--- src/rtl/out_alloc_pkg.sv ---
// holds register offsets, field layout and reset values of the output allocator
// assumes a 32-bit classic wishbone bus with byte addressing
package out_alloc_pkg;
  // ============================================================
  // register offsets (byte addresses)
  localparam logic [3:0] OFF_MAP_FIRST = 4'h0;
  localparam logic [3:0] OFF_MAP_SECOND = 4'h4;
  localparam logic [3:0] OFF_MAP_THIRD = 4'h8;
  localparam logic [3:0] OFF_POLARITY = 4'hc;
  // ============================================================
  // reset values
  localparam logic [15:0] RST_MAP_FIRST = 16'h4321;
  localparam logic [15:0] RST_MAP_SECOND = 16'h0005;
  localparam logic [15:0] RST_MAP_THIRD = 16'h0000;
  localparam logic [4:0] RST_POLARITY = 5'h00;
  // ============================================================
  // digit encoding
  localparam int DIGIT_W = 4;
  localparam int NUM_SIG = 9;
  localparam int NUM_OUT = 5;
  localparam logic [3:0] DIGIT_NONE = 4'h0;
  localparam logic [3:0] DIGIT_ALWAYS = 4'hf;
  // signal positions in the status vector
  localparam int SIG_ALARM = 0;
  localparam int SIG_READY = 1;
  localparam int SIG_ZERO_SPEED = 2;
  localparam int SIG_BRAKE = 3;
  localparam int SIG_POS_REACHED = 4;
  localparam int SIG_TORQUE_LIMIT = 5;
  localparam int SIG_SPEED_LIMIT = 6;
  localparam int SIG_SPEED_ACHIEVED = 7;
  localparam int SIG_WARNING = 8;
  // read-only mirror of the output contacts
  localparam logic [4:0] OFF_CONTACTS = 5'h10;
endpackage

--- src/rtl/output_signal_allocator.sv ---
// holds the wishbone-reached allocation registers and the output contacts
// assumes status signals synchronous to clk and a classic wishbone master
`timescale 1ns/100ps
// Function
// - three writable map registers decide which contact carries each signal
// - a separate polarity register sets active level of each contact
// - a zero digit routes its signal to no contact
// - first map: alarm, ready, zero speed, brake in digits one to four
// - second map: position, torque limit, speed limit, speed achieved
// - third map digit one routes the warning signal
module output_signal_allocator #(
  parameter int NUM_OUT = out_alloc_pkg::NUM_OUT
) (
  input wire logic clk,
  input wire logic rst,
  input wire logic clkEn,
  input wire logic [31:0] wb_adr_i,
  input wire logic [31:0] wb_dat_i,
  output logic [31:0] wb_dat_o,
  input wire logic wb_we_i,
  input wire logic [3:0] wb_sel_i,
  input wire logic wb_cyc_i,
  input wire logic wb_stb_i,
  output logic wb_ack_o,
  input wire logic alarmFlag,
  input wire logic readyFlag,
  input wire logic zero_speed_flag,
  input wire logic brakeFlag,
  input wire logic position_reached_flag,
  input wire logic torque_limit_flag,
  input wire logic speed_limit_flag,
  input wire logic speed_achieved_flag,
  input wire logic warningFlag,
  output logic [NUM_OUT-1:0] contacts
);
  localparam int NS = out_alloc_pkg::NUM_SIG;

  // ============================================================
  // registers
  logic [15:0] output_map_first, next_output_map_first;
  logic [15:0] output_map_second, next_output_map_second;
  logic [15:0] output_map_third, next_output_map_third;
  logic [NUM_OUT-1:0] output_polarity_setting, next_output_polarity_setting;
  logic ack, next_ack;
  logic [31:0] rdata, next_rdata;
  logic [NUM_OUT-1:0] next_contacts;

  function automatic logic [15:0] merge16(input logic [15:0] old,
                                          input logic [31:0] wd,
                                          input logic [3:0] sel);
    merge16 = old;
    if (sel[0]) begin
      merge16[7:0] = wd[7:0];
    end
    if (sel[1]) begin
      merge16[15:8] = wd[15:8];
    end
  endfunction

  // one decoder feeds both the read mux and the write strobes, so the two
  // can never disagree about which register an address reaches
  typedef enum logic [2:0] {
    REG_MAP_FIRST,
    REG_MAP_SECOND,
    REG_MAP_THIRD,
    REG_POLARITY,
    REG_CONTACTS,
    REG_NONE
  } reg_sel_e;

  function automatic reg_sel_e decode_reg(input logic [4:0] a);
    unique case (a)
      5'(out_alloc_pkg::OFF_MAP_FIRST): decode_reg = REG_MAP_FIRST;
      5'(out_alloc_pkg::OFF_MAP_SECOND): decode_reg = REG_MAP_SECOND;
      5'(out_alloc_pkg::OFF_MAP_THIRD): decode_reg = REG_MAP_THIRD;
      5'(out_alloc_pkg::OFF_POLARITY): decode_reg = REG_POLARITY;
      out_alloc_pkg::OFF_CONTACTS: decode_reg = REG_CONTACTS;
      default: decode_reg = REG_NONE;
    endcase
  endfunction

  // ============================================================
  // wishbone slave: ack one cycle after request, dropped the next cycle
  logic req;
  reg_sel_e target;
  assign req = wb_cyc_i && wb_stb_i && !ack;
  assign target = decode_reg(wb_adr_i[4:0]);

  // read data is latched with ack and holds until the next request replaces it
  always_comb begin
    next_ack = req;
    next_rdata = rdata;
    if (req) begin
      unique case (target)
        REG_MAP_FIRST: next_rdata = {16'h0, output_map_first};
        REG_MAP_SECOND: next_rdata = {16'h0, output_map_second};
        REG_MAP_THIRD: next_rdata = {16'h0, output_map_third};
        REG_POLARITY: next_rdata = 32'(output_polarity_setting);
        REG_CONTACTS: next_rdata = 32'(contacts);
        default: next_rdata = 32'h0;
      endcase
    end
  end

  // writes land on the edge that raises ack; unmapped writes are dropped
  always_comb begin
    next_output_map_first = output_map_first;
    next_output_map_second = output_map_second;
    next_output_map_third = output_map_third;
    next_output_polarity_setting = output_polarity_setting;
    if (req && wb_we_i) begin
      unique case (target)
        REG_MAP_FIRST:
          next_output_map_first =
            merge16(output_map_first, wb_dat_i, wb_sel_i);
        REG_MAP_SECOND:
          next_output_map_second =
            merge16(output_map_second, wb_dat_i, wb_sel_i);
        REG_MAP_THIRD:
          next_output_map_third =
            merge16(output_map_third, wb_dat_i, wb_sel_i);
        REG_POLARITY:
          if (wb_sel_i[0]) begin
            next_output_polarity_setting = wb_dat_i[NUM_OUT-1:0];
          end
        default: ;
      endcase
    end
  end

  assign wb_ack_o = ack;
  assign wb_dat_o = rdata;

  // ============================================================
  // routing
  logic [NS-1:0] status;
  logic [NS*4-1:0] digits;
  logic [NUM_OUT-1:0] routed;

  // nibble of the digit vector that belongs to status signal s
  function automatic int slot(input int s);
    slot = s * out_alloc_pkg::DIGIT_W;
  endfunction

  always_comb begin
    status = '0;
    status[out_alloc_pkg::SIG_ALARM] = alarmFlag;
    status[out_alloc_pkg::SIG_READY] = readyFlag;
    status[out_alloc_pkg::SIG_ZERO_SPEED] = zero_speed_flag;
    status[out_alloc_pkg::SIG_BRAKE] = brakeFlag;
    status[out_alloc_pkg::SIG_POS_REACHED] = position_reached_flag;
    status[out_alloc_pkg::SIG_TORQUE_LIMIT] = torque_limit_flag;
    status[out_alloc_pkg::SIG_SPEED_LIMIT] = speed_limit_flag;
    status[out_alloc_pkg::SIG_SPEED_ACHIEVED] = speed_achieved_flag;
    status[out_alloc_pkg::SIG_WARNING] = warningFlag;
  end

  // digit n of a map sits in nibble n-1, lowest first
  // each digit lands beside its signal's bit in the status vector, so the
  // two stay paired whatever order the signals are numbered in
  always_comb begin
    digits = '0;
    digits[slot(out_alloc_pkg::SIG_ALARM) +: 4] =
      output_map_first[3:0];
    digits[slot(out_alloc_pkg::SIG_READY) +: 4] =
      output_map_first[7:4];
    digits[slot(out_alloc_pkg::SIG_ZERO_SPEED) +: 4] =
      output_map_first[11:8];
    digits[slot(out_alloc_pkg::SIG_BRAKE) +: 4] =
      output_map_first[15:12];
    digits[slot(out_alloc_pkg::SIG_POS_REACHED) +: 4] =
      output_map_second[3:0];
    digits[slot(out_alloc_pkg::SIG_TORQUE_LIMIT) +: 4] =
      output_map_second[7:4];
    digits[slot(out_alloc_pkg::SIG_SPEED_LIMIT) +: 4] =
      output_map_second[11:8];
    digits[slot(out_alloc_pkg::SIG_SPEED_ACHIEVED) +: 4] =
      output_map_second[15:12];
    digits[slot(out_alloc_pkg::SIG_WARNING) +: 4] =
      output_map_third[3:0];
  end

  // only contacts 1..5 are driven; zero or 6..e select nothing
  // so exchanging two digits moves each signal to the other contact
  contact_router #(
    .NUM_SIG(NS),
    .NUM_OUT(NUM_OUT)
  ) router (
    .digits(digits),
    .signals(status),
    .contacts(routed)
  );

  // F marks a signal as always allocated; it owns no contact of its own,
  // so the router lets it select nothing, like any other spare code

  // polarity bit set inverts that contact, applied after routing, so an
  // unrouted contact with its bit set rests high
  always_comb begin
    next_contacts = routed ^ output_polarity_setting;
  end

  // ============================================================
  // state
  always_ff @(posedge clk or posedge rst) begin
    if (rst) begin
      ack <= 1'b0;
      rdata <= 32'h0;
    end else if (clkEn) begin
      ack <= next_ack;
      rdata <= next_rdata;
    end
  end

  always_ff @(posedge clk or posedge rst) begin
    if (rst) begin
      output_map_first <= out_alloc_pkg::RST_MAP_FIRST;
      output_map_second <= out_alloc_pkg::RST_MAP_SECOND;
      output_map_third <= out_alloc_pkg::RST_MAP_THIRD;
      output_polarity_setting <= NUM_OUT'(out_alloc_pkg::RST_POLARITY);
    end else if (clkEn) begin
      output_map_first <= next_output_map_first;
      output_map_second <= next_output_map_second;
      output_map_third <= next_output_map_third;
      output_polarity_setting <= next_output_polarity_setting;
    end
  end

  // contacts stay low through reset whatever the polarity says
  always_ff @(posedge clk or posedge rst) begin
    if (rst) begin
      contacts <= '0;
    end else if (clkEn) begin
      contacts <= next_contacts;
    end
  end
endmodule

--- src/rtl/contact_router.sv ---
// holds the combinational digit-to-contact router
// assumes digits are stable around the clock edge that samples the result
`timescale 1ns/100ps
module contact_router #(
  parameter int NUM_SIG = 9,
  parameter int NUM_OUT = 5
) (
  input wire logic [NUM_SIG*4-1:0] digits,
  input wire logic [NUM_SIG-1:0] signals,
  output logic [NUM_OUT-1:0] contacts
);
  // ============================================================
  // routing
  function automatic logic hits(input logic [3:0] d, input int k);
    // value k+1 selects contact k; zero and unknown codes hit nothing
    hits = (d == 4'(k + 1));
  endfunction

  always_comb begin
    logic [3:0] d;
    d = 4'h0;
    contacts = '0;
    for (int s = 0; s < NUM_SIG; s++) begin
      d = digits[s*4 +: 4];
      for (int k = 0; k < NUM_OUT; k++) begin
        // a signal only asserts a contact; or-ing lets two share one
        if (hits(d, k) && signals[s]) begin
          contacts[k] = 1'b1;
        end
      end
    end
  end
endmodule

--- config.mk ---
export PLATFORM = sky130hd
export DESIGN_NAME = output_signal_allocator
export DESIGN_NICKNAME = d
export VERILOG_FILES = /design/src/rtl/out_alloc_pkg.sv /design/src/rtl/output_signal_allocator.sv /design/src/rtl/contact_router.sv
export SDC_FILE = /design/constraint.sdc
export NUM_CORES = 1
export LEC_CHECK = 0
export BUFFER_PORTS_ARGS = -buffer_cell sky130_fd_sc_hd__buf_2
export CORE_ASPECT_RATIO = 0.6
export CORE_MARGIN = 4
export CORE_UTILIZATION = 47
export DETAILED_ROUTE_END_ITERATION = 7
export MAX_ROUTING_LAYER = met4
export PLACE_DENSITY = 0.77
export SLEW_MARGIN = 20
export SYNTH_ARGS = -nofsm -noshare
export SYNTH_HDL_FRONTEND = slang
export SYNTH_SLANG_ARGS = --single-unit
export TNS_END_PERCENT = 20
--- constraint.sdc ---
create_clock -name clk -period 2.36 [get_ports clk]
set_clock_uncertainty 0.15 [all_clocks]
set_input_delay 0.472 -clock clk [delete_from_list [all_inputs] [get_ports clk]]
set_output_delay 0.472 -clock clk [all_outputs]
set_load 0.02 [all_outputs]
; ---- Word-level counts from Yosys, hierarchy flattened
; Cells that the tools add are included.
[totals]
reg_bits = 91
inputBits = 83
output_inout_bits = 38
wordCells = 170
[classes]
eq_ne = 53
muxes = 47
bitwise = 1
n_reduce_logical = 59
[ops]
columns = operator, count
row1 = 16-bit case mux with 5 select lines, 1
row2 = "4-bit by 2-bit equality test with 1-bit output, second input constant", 18
row3 = "4-bit by 3-bit equality test with 1-bit output, second input constant", 18
row4 = 1-bit logical AND, 48
row5 = 1-bit two-way mux, 45
row6 = "4-bit by 1-bit equality test with 1-bit output, second input constant", 9
row7 = 4-bit AND reduction, 7
row8 = 3-bit case mux with 5 select lines, 1
row9 = "5-bit by 4-bit equality test with 1-bit output, second input constant", 2
row10 = "3-bit by 2-bit equality test with 1-bit output, second input constant", 2
row11 = "5-bit by 3-bit equality test with 1-bit output, second input constant", 1
row12 = "5-bit equality test, second input constant", 1
row13 = 5-bit zero test, 1
row14 = 5-bit bitwise XOR, 1
row15 = "3-bit by 1-bit equality test with 1-bit output, second input constant", 1
row16 = "3-bit equality test, second input constant", 1
row17 = 3-bit zero test, 1
row18 = 2-bit AND reduction, 1
row19 = 1-bit zero test, 1

; ---- Logic depth before layout (Yosys ltp)
; Gate-level depths: netlist of the first run.
[logic_depth]
ltp_word = 12
mapped_depth = 6
mapped_depth_nobuf = 5

; ---- Cells and area by module
; From an unflattened synthesis of the first run, not the netlist that was laid out.
[hier_totals]
cells_unflattened = 336
hier_area_um2 = 4023.9
[modules_own_cells]
columns = module, instances, cells_per_inst, area_each_um2
row1 = output_signal_allocator, 1, 263, 3503.4
row2 = contact_router, 1, 73, 520.5

; ---- Least setup slack after synthesis of the first run
; No wires, ideal clock.
[synth_path]
kind = input to register
start = in clkEn
end = reg output_map_second[1]
t_arrival_ns = 1.903
required_time_ns = 2.085
slack_ns = 0.182
cell_stages = 6
n_path_buf = 1
path_cell_list = buf_2 nand4b_4 nor4_4 nand3_2 nor2_2 mux2_2
[synth_between]
elab_chain_cells = 1
[synth_lines]
columns = element, line_no
row1 = start: declaration, output_signal_allocator.sv:16  ; input wire logic clkEn,
row2 = 4-bit AND reduction (no source line), -
row3 = end signal: assignment, output_signal_allocator.sv:218  ; output_map_second <= out_alloc_pkg::RST_MAP_SECOND;
row4 = end signal: assignment, output_signal_allocator.sv:223  ; output_map_second <= next_output_map_second;
row5 = end: declaration, output_signal_allocator.sv:41  ; logic [15:0] output_map_second, next_output_map_second;
; Every way passes these cells.
; A chain may end at the register's enable or synchronous reset.

; ---- Final worst setup path of the first run
[layout_path]
start = reg output_map_first[8]
end = reg contacts[2]
[layout_between]
elab_chain_cells = 10
[layout_lines]
columns = element, line_no
row1 = start: declaration, output_signal_allocator.sv:40  ; logic [15:0] output_map_first, next_output_map_first;
row2 = start signal: assignment, output_signal_allocator.sv:217  ; output_map_first <= out_alloc_pkg::RST_MAP_FIRST;
row3 = start signal: assignment, output_signal_allocator.sv:222  ; output_map_first <= next_output_map_first;
row4 = 4-bit by 2-bit equality test with 1-bit output, contact_router.sv:16  ; hits = (d == 4'(k + 1));
row5 = 1-bit logical AND, contact_router.sv:27  ; if (hits(d, k) && signals[s]) begin
row6 = 1-bit two-way mux (7 in series), contact_router.sv:27
row7 = 5-bit bitwise XOR, output_signal_allocator.sv:200  ; next_contacts = routed ^ output_polarity_setting;
row8 = end signal: assignment, output_signal_allocator.sv:234  ; contacts <= next_contacts;
row9 = end: declaration, output_signal_allocator.sv:34  ; output logic [NUM_OUT-1:0] contacts
; Every way passes these cells.

==> key figures, run 1 <==
Synthesis
  – Synth warnings: 0
  – Ys flop type: dfrtp_1
  – Dominant cell type by area after synthesis: dfrtp_1
  – Dominant cells by area after synthesis: dfrtp_1 (42%), mux2_2 (15%), dfstp_2 (4.5%), mux2i_1 (3.5%), buf_4 (3.0%)
  – Post-synthesis register bit count: 75
  – Unique masters post-synth: 52
  – Top cell type's share of synthesized area: 42.0%
  – Sequential fraction of the synthesis area: 46.6%
  – Area of the mapped netlist: 4050 um^2
  – EDFF count, synth: 0
  – Synth async-reset ratio: 100%
  – Mapped Avg Cell Area: 11.7 um^2
  – Syn Inst Count: 345

Detailed routing
  – First drt pass iteration count: 4
  – Post-DR vias/cell: 5.84
  – Final ANT Viol Nets: 0
  – Total number of vias: 3,114
  – Final WL: 10,700 um
  – Detailed Route Iter0 Violations: 333
  – DRC: 0
  – DR WL/cell: 20.0 um

Timing
  – Worst rel slew slack: 60.8%
  – Final setup margin: 0.297 ns
  – Min Tclk post-route: 2.06 ns
  – F_max: 0.485 GHz
  – Hold Violations, Final: 0
  – Final setup TNS: 0 ns
  – RSZ-0062 raised after global routing: false
  – Final period util: 87.4%
  – Pins Over Slew Limit: 0
  – Final setup viols: 0
  – Worst-margin pin slew: 0.582 ns

Worst setup path
  – Maximum fanout along the worst path: 6
  – R2r startpoint: output_map_first[8]$_DFFE_PP1P_
  – Worst-path cell chain: nand2_1 > or4b_2 > o2111ai_1 > mux2i_1 > a211o_1
  – Reg2Reg Setup Slack: 0.30 ns
  – Worst setup SP type: flip-flop
  – Critical path arrival: 2.14 ns
  – Crit Path Category: flip-flop to flip-flop
  – Worst Setup SP: output_map_first[8]$_DFFE_PP1P_
  – Worst path max stage delay: 0.61 ns
  – CP max stage cell: or4b_2
  – Worst EP required: 2.44 ns
  – Reg2reg end: contacts[2]$_DFFE_PP0P_
  – Reg2reg path depth: 5
  – CP Capture Type: flip-flop

Global routing
  – Largest net degree at the start of global routing: 76
  – Number of global-route vias before repair: 3,098
  – Antenna violations before repair: 0
  – Global route total overflow: 0
  – Gr usage total: 23.0%
  – Global-route wire length before repair: 17,000 um

Layout
  – Inserted Diodes: 0
  – Synth-to-Final Area Change: 19.6%
  – Nets: 503
  – Share of post-route cells with drive strength above 1: 40.7%
  – Most common cell after layout, fill and taps aside: dfrtp_1
  – Most frequent cells in the layout: dfrtp_1 (68), buf_2 (59), mux2_2 (53), nand2_1 (27), o21ai_0 (18)
  – Fill cell count: 667

Clocking
  – H-tree lvl count: 3
  – Clock Pin Slew Worst Setup and Hold Paths: 0.06 ns
  – Clock buffer depth: 2
  – Num Clock Sinks: 75
  – Hold-fix buffers, CTS: 0
  – Post-cts sizing count: 0
  – CTS tree: done
  – CTS buffer count: 9
  – Clk Latency, worst-skew pair: 0.34 ns
  – Post-CTS setup buffer count: 0
  – Root buffer cell: clkbuf_16

Pwr
  – Switching power: 0.736 mW
  – Switching Share: 23.7%
  – Clock share of power: 47.7%
  – Total leakage power: 2.30 nW
  – Internal: 2.38 mW
  – Sequential Power Share: 43.7%
  – Worst IR drop on VDD: 0.497 mV
  – Power per cell area: 642 nW/um^2
  – Logic gate share of total power: 8.6%

Run
  – Maxcap violations: 0

Die
  – Initial core utilization: 49.8%
  – Core ar.: 8130 um^2
  – Ports: 121
  – Row count: 25
  – Die ar.: 10,200 um^2
  – Die X-Extent: 128 um
  – Die Y-Extent: 79.9 um

Placement
  – HPWL after detailed placement: 8160 um
  – Place WS: 0.195 ns
  – PortBufs: 59
  – Placer congestion estimate: 0.963

Outcome
  – Run status: finished, final reports clean

Hold path
  – Tightest Hold Check Type: input port to asynchronous set/reset pin
## through the flow
stage | total power, mW | instances | utilization [%] | instance area, um^2 | hold slack [ns]
2_1_floorplan | 1.55 | 360 | - | 4110 | 0.325
3_3_place_gp | 1.64 | 517 | 55.6 | 4520 | 0.313
3_5_place_dp | 1.65 | 517 | 55.6 | 4520 | 0.317
4_1_cts | 3.14 | 533 | 59.6 | 4850 | 0.0986
5_1_grt | 3.23 | 533 | 59.6 | 4850 | 0.116
6_report | 3.11 | 533 | 59.6 | 4850 | 0.0896
## critical path: cells and delay by family (launching register included)
kind | cells | cell delay (ns)
mux | 1 | 0.11
compound gates | 2 | 0.42
flops | 1 | 0.59
simple gates | 2 | 0.68
## flip-flops by register name (all words and copies together) (netlist names)
name                     flops
output_map_second           16
output_map_third            16
output_polarity_setting      5
wb_dat_o                    16
contacts                     5
wb_ack_o                     1
output_map_first            16
## area by class of cell
type                    instances  area (um^2)  share of cell area, %
well taps                     108          135                   2.79
clock buffers                  10          239                   4.93
clock inverters                 6         88.8                   1.83
repair buffers                 73          425                   8.78
flip-flops and latches         75         1890                   38.9
multi-input cells             253         2040                   42.1
inverters                       8         33.8                  0.697
## how the worst max path moves through the flow
stage	depth (start not counted)	slack, ns	end
global route	6	0.17	output_map_first[6]$_DFFE_PP0P_
floorplan	6	0.18	output_map_second[1]$_DFFE_PP0P_
finish	5	0.30	contacts[2]$_DFFE_PP0P_
global placement	6	0.23	output_map_first[6]$_DFFE_PP0P_
detailed placement	6	0.19	output_map_first[4]$_DFFE_PP0P_
CTS	5	0.29	contacts[2]$_DFFE_PP0P_
## synthesized netlist by cell type, types with 2 or more instances
library cell,instances
dfrtp_1,68
mux2_2,53
nand2_1,27
o21ai_0,18
buf_4,16
mux2i_1,14
a22o_1,11
nor2b_1,8
a22oi_1,7
dfstp_2,7
inv_1,7
nand2b_1,7
nor2_1,7
mux4_2,5
nor3_1,5
nor3b_1,5
nor4_1,5
or3b_2,5
and3b_1,4
clkbuf_1,4
nand3_1,4
nor2_2,4
a211o_1,3
a32oi_1,3
nand3b_1,3
nand4_1,3
nand4b_1,3
nor4bb_1,3
o31ai_1,3
buf_1,2
buf_2,2
nand3_2,2
nor3_4,2
nor4b_1,2
o22a_1,2
o31a_1,2
o32ai_1,2
or4b_2,2
or4bb_1,2
## power by group through the flow
stage,combinational (mW),clock [mW],sequential [mW]
after floorplan,0.173,0,1.38
after global placement,0.260,0,1.38
after detailed placement,0.267,0,1.38
after CTS,0.268,1.51,1.36
after global routing,0.295,1.57,1.36
final,0.268,1.49,1.36
## layer usage
layer | vias up | GRT usage (%) | share of wire, %
li1 | 1429 | - | -
met1 | 1558 | 33.8 | 49
met2 | 114 | 31.2 | 41
met3 | 13 | 6.22 | 8.4
met4 | 0 | 5.93 | 1.2
met5 | - | - | 0
## cells by family after synthesis
kind of cell / after synthesis / share of synthesized area [%]
and+or+nand+nor: 108 / 17.7
DFF: 75 / 46.6
muxes: 72 / 21.0
AOI/OAI and AO/OA: 57 / 10.1
buffers and inverters: 32 / 4.51
other: 1 / 0.0926
Note: power is estimated with default switching activity, not from simulation.
==> inputs of run 2 (changes only) <==
--- a/config.mk
+++ b/config.mk
@@ -10,8 +10,10 @@
 export CORE_MARGIN = 4
 export CORE_UTILIZATION = 47
 export DETAILED_ROUTE_END_ITERATION = 7
+export GPL_TIMING_DRIVEN = 0
 export MAX_ROUTING_LAYER = met4
 export PLACE_DENSITY = 0.77
+export SETUP_SLACK_MARGIN = 0.3
 export SLEW_MARGIN = 20
 export SYNTH_ARGS = -nofsm -noshare
 export SYNTH_HDL_FRONTEND = slang
==> run 2 against run 1 <==
Against the previous run:
- sequential cell count unchanged
- maximum frequency decreased by 0.70%
- critical path depth unchanged
- non-clock buffer count increased by 22
- critical path type is now input port to flip-flop
- worst hold slack improved by 0.15 ns
- clock power decreased by 3%
- cell area increased by 5.2%
- power decreased by 0.26%
- via count increased by 2.8%
- register-to-register slack about the same
- critical endpoint is now output_polarity_setting[3]$_DFFE_PP0P_
- count of clock-buffer cells in the layout increased by 1
==> key figures, run 2 (same netlist as run 1, synthesis figures left out) <==
Global routing
  – Number of global-route vias before repair: 3,157
  – Antenna violations before repair: 0
  – Global route total overflow: 0
  – Global-route wire length before repair: 17,400 um
  – Largest net degree at the start of global routing: 35
  – Gr usage total: 23.6%

Hold path
  – Hold Crit Depth: 2
  – Tightest Hold Check Type: input port to flip-flop

Timing
  – Fin Hold WS: 0.239 ns
  – RSZ-0062 raised after global routing: true
  – Hold Violations, Final: 0
  – Min Tclk post-route: 2.08 ns
  – Final setup viols: 0
  – Worst rel slew slack: 43.7%
  – Final period util: 88.0%
  – Pins Over Slew Limit: 0
  – F_max: 0.481 GHz
  – Worst-margin pin slew: 0.845 ns

Layout
  – Nets: 525
  – Most frequent cells in the layout: dfrtp_1 (68), buf_2 (60), mux2_2 (46), nand2_1 (27), buf_4 (22)
  – Inserted Diodes: 0
  – Most common cell after layout, fill and taps aside: dfrtp_1
  – Non-filler cells, final: 555
  – Synth-to-Final Area Change: 25.9%
  – Share of post-route cells with drive strength above 1: 42.3%
  – Final Util: 62.7%

Die
  – Die X-Extent: 128 um
  – Die ar.: 10,200 um^2
  – Ports: 121
  – Initial core utilization: 49.8%
  – Row count: 25
  – Die Y-Extent: 79.9 um
  – Core ar.: 8130 um^2

Detailed routing
  – Final WL: 11,300 um
  – Final ANT Viol Nets: 0
  – Detailed Route Iter0 Violations: 220
  – DR WL/cell: 20.3 um
  – DRC: 0
  – Total number of vias: 3,202
  – First drt pass iteration count: 5
  – Post-DR vias/cell: 5.77

Clocking
  – Clk Latency, worst-skew pair: 0.34 ns
  – CTS tree: done
  – CTS buffer count: 9
  – H-tree lvl count: 3
  – Clock buffer depth: 2
  – Num Clock Sinks: 75
  – Clock Pin Slew Worst Setup and Hold Paths: 0.06 ns
  – Root buffer cell: clkbuf_16

Worst setup path
  – CP endpoint: output_polarity_setting[3]$_DFFE_PP0P_
  – CP Capture Type: flip-flop
  – Worst EP required: 2.43 ns
  – Crit Path Category: input port to flip-flop
  – Maximum fanout along the worst path: 10
  – Reg2Reg Setup Slack: 0.30 ns
  – Critical path arrival: 2.15 ns
  – Worst Setup SP: wb_adr_i[3]
  – Reg2reg end: contacts[2]$_DFFE_PP0P_
  – Worst setup SP type: input port
  – R2r startpoint: output_map_first[8]$_DFFE_PP1P_
  – Reg2reg path depth: 5

Pwr
  – Worst IR drop on VDD: 0.566 mV
  – Total leakage power: 2.41 nW
  – Power per cell area: 609 nW/um^2

Outcome
  – Run status: finished, final reports clean

Placement
  – Placed cells: 528
  – Placer congestion estimate: 0.907
  – PortBufs: 58
  – HPWL after detailed placement: 8460 um

Run
  – Maxcap violations: 0
## run 2: cell types whose count changed in the layout (fill, tap and decap cells not counted), sizes merged
cell	change
buf	+17
clkbuf	+5
clkinvlp	-1
dlygate4sd3	+1
## run 2: layout make-up
type / count / area (um^2)
Clock inverter: 5 / 77.6
Fill cell: 644 / 3040
Inverter: 8 / 33.8
Tap cell: 108 / 135
Sequential cell: 75 / 1890
Timing Repair Buffer: 71 / 465
Multi-Input combinational cell: 253 / 2110
Clock buffer: 11 / 233
Buffer: 24 / 154
## run 2: metrics by stage
stage          setup TNS [ns]  power, mW  area (um^2)  setup WS, ns
6_report                    0       3.10         5100         0.282
5_1_grt                     0       3.22         5100         0.203
4_1_cts                     0       3.11         5030         0.274
3_5_place_dp           -12.18       1.67         4580        -0.294
3_3_place_gp            -8.47       1.65         4540        -0.224
2_1_floorplan               0       1.55         4110         0.182
## run 2: routing by layer
layer  up-vias  wire length [um]  GRT usage [%]
met5         -                 0              -
met4         0               131           5.72
met3        18              1220           9.02
met2       142              4620           31.4
met1      1577              5300           33.6
li1       1465                 -              -
## run 2: repair_timing
item,in CTS,in global routing
endpoints found under the hold margin,8,0
gates cloned,0,0
hold buffers,1,0
setup buffers,6,4
pin swaps,6,5
resized for setup,15,3
setup endpoints to repair,54,61
## run 2: worst min-delay path by stage
stage | start | to | slack (ns)
after floorplan | output_map_third[4]$_DFFE_PP0P_ | output_map_third[4]$_DFFE_PP0P_ | 0.33
after global placement | wb_dat_o[3]$_DFFE_PP0P_ | wb_dat_o[3]$_DFFE_PP0P_ | 0.31
after detailed placement | rst | wb_dat_o[13]$_DFFE_PP0P_ | 0.30
after CTS | wb_dat_i[11] | output_map_second[11]$_DFFE_PP0P_ | 0.23
after global routing | wb_dat_i[11] | output_map_second[11]$_DFFE_PP0P_ | 0.24
final | wb_dat_i[11] | output_map_second[11]$_DFFE_PP0P_ | 0.24
## run 2: critical path, stage by stage
cell     delay, ns
buf_2         0.15
buf_1         0.66
nand2_1       0.24
nor2_4        0.26
mux2_2        0.37
## run 2: where the power goes
| part | total (mW) | internal, mW | switching [mW] |
|---|---|---|---|
| combinational | 0.308 | 0.127 | 0.181 |
| sequential | 1.36 | 1.32 | 0.0391 |
| clock | 1.44 | 0.922 | 0.514 |
==> inputs of run 3 (changes only) <==
--- a/config.mk
+++ b/config.mk
@@ -13,7 +13,6 @@
 export GPL_TIMING_DRIVEN = 0
 export MAX_ROUTING_LAYER = met4
 export PLACE_DENSITY = 0.77
-export SETUP_SLACK_MARGIN = 0.3
 export SLEW_MARGIN = 20
 export SYNTH_ARGS = -nofsm -noshare
 export SYNTH_HDL_FRONTEND = slang
==> run 3 against run 2 <==
Against the previous run:
- the flow now finishes with violations (negative setup slack)
- largest cell class unchanged
- die area did not move
- first-iteration DRC count rose by 1.4%
- cell area fell by 3.4%
- sequential share of layout area rose by 1.3 points
- critical endpoint is now output_map_second[3]$_DFFE_PP0P_
- final cell count fell by 1.4%
- worst hold slack got worse by 0.0030 ns
- clock power barely moved
- highest routed layer unchanged
- maximum frequency fell by 13%
==> key figures, run 3 (same netlist as run 1, synthesis figures left out) <==
Placement
  – PortBufs: 58
  – Placer congestion estimate: 0.907
  – HPWL after detailed placement: 8460 um
  – Placed cells: 528

Timing
  – Hold Violations, Final: 0
  – Fin Hold WS: 0.236 ns
  – Min Tclk post-route: 2.38 ns
  – Final setup viols: 14
  – Worst-margin pin slew: 0.844 ns
  – Final setup TNS: -0.159 ns
  – Final period util: 101%
  – Worst rel slew slack: 43.7%
  – Final setup margin: -0.0227 ns
  – RSZ-0062 raised after global routing: true
  – Pins Over Slew Limit: 0
  – F_max: 0.420 GHz

Global routing
  – Global route total overflow: 0
  – Global-route wire length before repair: 17,000 um
  – Number of global-route vias before repair: 3,059
  – Gr usage total: 23.0%
  – Largest net degree at the start of global routing: 35
  – Antenna violations before repair: 0

Worst setup path
  – Maximum fanout along the worst path: 10
  – Critical path buffer and inverter count: 0
  – Worst setup SP type: flip-flop
  – CP Capture Type: flip-flop
  – Critical path arrival: 2.45 ns
  – CP max stage cell: nor2_2
  – Worst Setup SP: wb_ack_o$_DFFE_PP0P_
  – Crit Path Category: flip-flop to flip-flop
  – R2r startpoint: wb_ack_o$_DFFE_PP0P_
  – Top Family by Delay on Critical Path: simple AND/OR/NAND/NOR gates
  – Worst-path cell chain: nand4b_4 > nor4_4 > nand3_2 > nor2_2 > mux2_2
  – Worst path max stage delay: 0.51 ns
  – Worst EP required: 2.43 ns

Layout
  – Multi-input gate area: 2050 um^2
  – Fill cell count: 676
  – Share of post-route cells with drive strength above 1: 40.8%
  – Most frequent cells in the layout: dfrtp_1 (68), buf_2 (60), mux2_2 (53), nand2_1 (27)
  – Non-filler cells, final: 547
  – Nets: 517
  – Reg area: 1890 um^2
  – Synth-to-Final Area Change: 21.6%
  – Most common cell after layout, fill and taps aside: dfrtp_1
  – Final Util: 60.5%
  – Inserted Diodes: 0

Pwr
  – Power per cell area: 627 nW/um^2
  – Total power: 3.09 mW
  – Worst IR drop on VDD: 0.566 mV
  – Total leakage power: 2.35 nW

Detailed routing
  – Post-DR vias/cell: 5.74
  – Final ANT Viol Nets: 0
  – Total number of vias: 3,139
  – DR WL/cell: 19.8 um
  – Detailed Route Iter0 Violations: 223
  – Final WL: 10,800 um
  – First drt pass iteration count: 5
  – DRC: 0

Clocking
  – CTS buffer count: 9
  – Clock Pin Slew Worst Setup and Hold Paths: 0.06 ns
  – Root buffer cell: clkbuf_16
  – Clock buffer depth: 2
  – Num Clock Sinks: 75
  – H-tree lvl count: 3
  – CTS tree: done
  – Clk Latency, worst-skew pair: 0.34 ns

Die
  – Initial core utilization: 49.8%
  – Die ar.: 10,200 um^2
  – Die X-Extent: 128 um
  – Ports: 121
  – Row count: 25
  – Die Y-Extent: 79.9 um
  – Core ar.: 8130 um^2

Outcome
  – Run status: complete, but fails checks
  – Failing checks: negative setup slack

Hold path
  – Tightest Hold Check Type: input port to flip-flop
  – Hold Crit Start: wb_dat_i[11]

Run
  – Maxcap violations: 0
run 3: changes by cell type in the layout (fill, tap and decap cells not counted), sizes merged:
cell / previous run / this run
buf: 90 / 82
run 3: path summary, 6_finish.rpt:
check	to	slack [ns]	cells past startpoint
max in group asynchronous	output_map_second[2]$_DFFE_PP1P_	1.04	4
worst max-delay path	output_map_second[3]$_DFFE_PP0P_	-0.02	5
min in group asynchronous	output_map_third[9]$_DFFE_PP0P_	0.49	3
worst max register to register	output_map_second[3]$_DFFE_PP0P_	-0.02	5
worst min register to register	wb_dat_o[1]$_DFFE_PP0P_	0.33	2
worst min-delay path	output_map_second[11]$_DFFE_PP0P_	0.24	2
run 3: what timing repair did:
action / in CTS / in global routing
gates resized for setup: 1 / 2
hold buffers: 1 / 0
setup endpoints to repair: 5 / 45
pin swaps: 0 / 1
setup buffers: 0 / 2
hold endpoints to repair: 8 / 0
run 3: per-stage QoR:
stage               instance area [um^2]  setup WS [ns]
floorplan                           4110          0.182
global placement                    4540         -0.224
detailed placement                  4580         -0.294
CTS                                 4900       -0.00728
global route                        4920         -0.154
finish                              4920        -0.0227
run 3: area by class of cell:
class	instances	area share (%)
inverter	8	0.686
buffer	24	3.10
timing repair buffer	63	7.22
tap	108	2.74
clock buffer	11	4.73
multi-input combinational	253	41.7
sequential	75	38.3
clock inverter	5	1.58
run 3: per-layer routing:
metal | up-vias | share of wire, % | track usage [%]
met4 | 0 | 0.88 | 5.40
met3 | 12 | 12 | 9.29
met2 | 150 | 39 | 29.4
met1 | 1530 | 48 | 33.5
met5 | - | 0 | -
li1 | 1447 | - | -
run 3: report_power, final:
group          switching (mW)  total [mW]  internal [mW]
logic                   0.173       0.293          0.120
registers              0.0386        1.36           1.32
clock network           0.512        1.43          0.922
total                   0.724        3.09           2.36
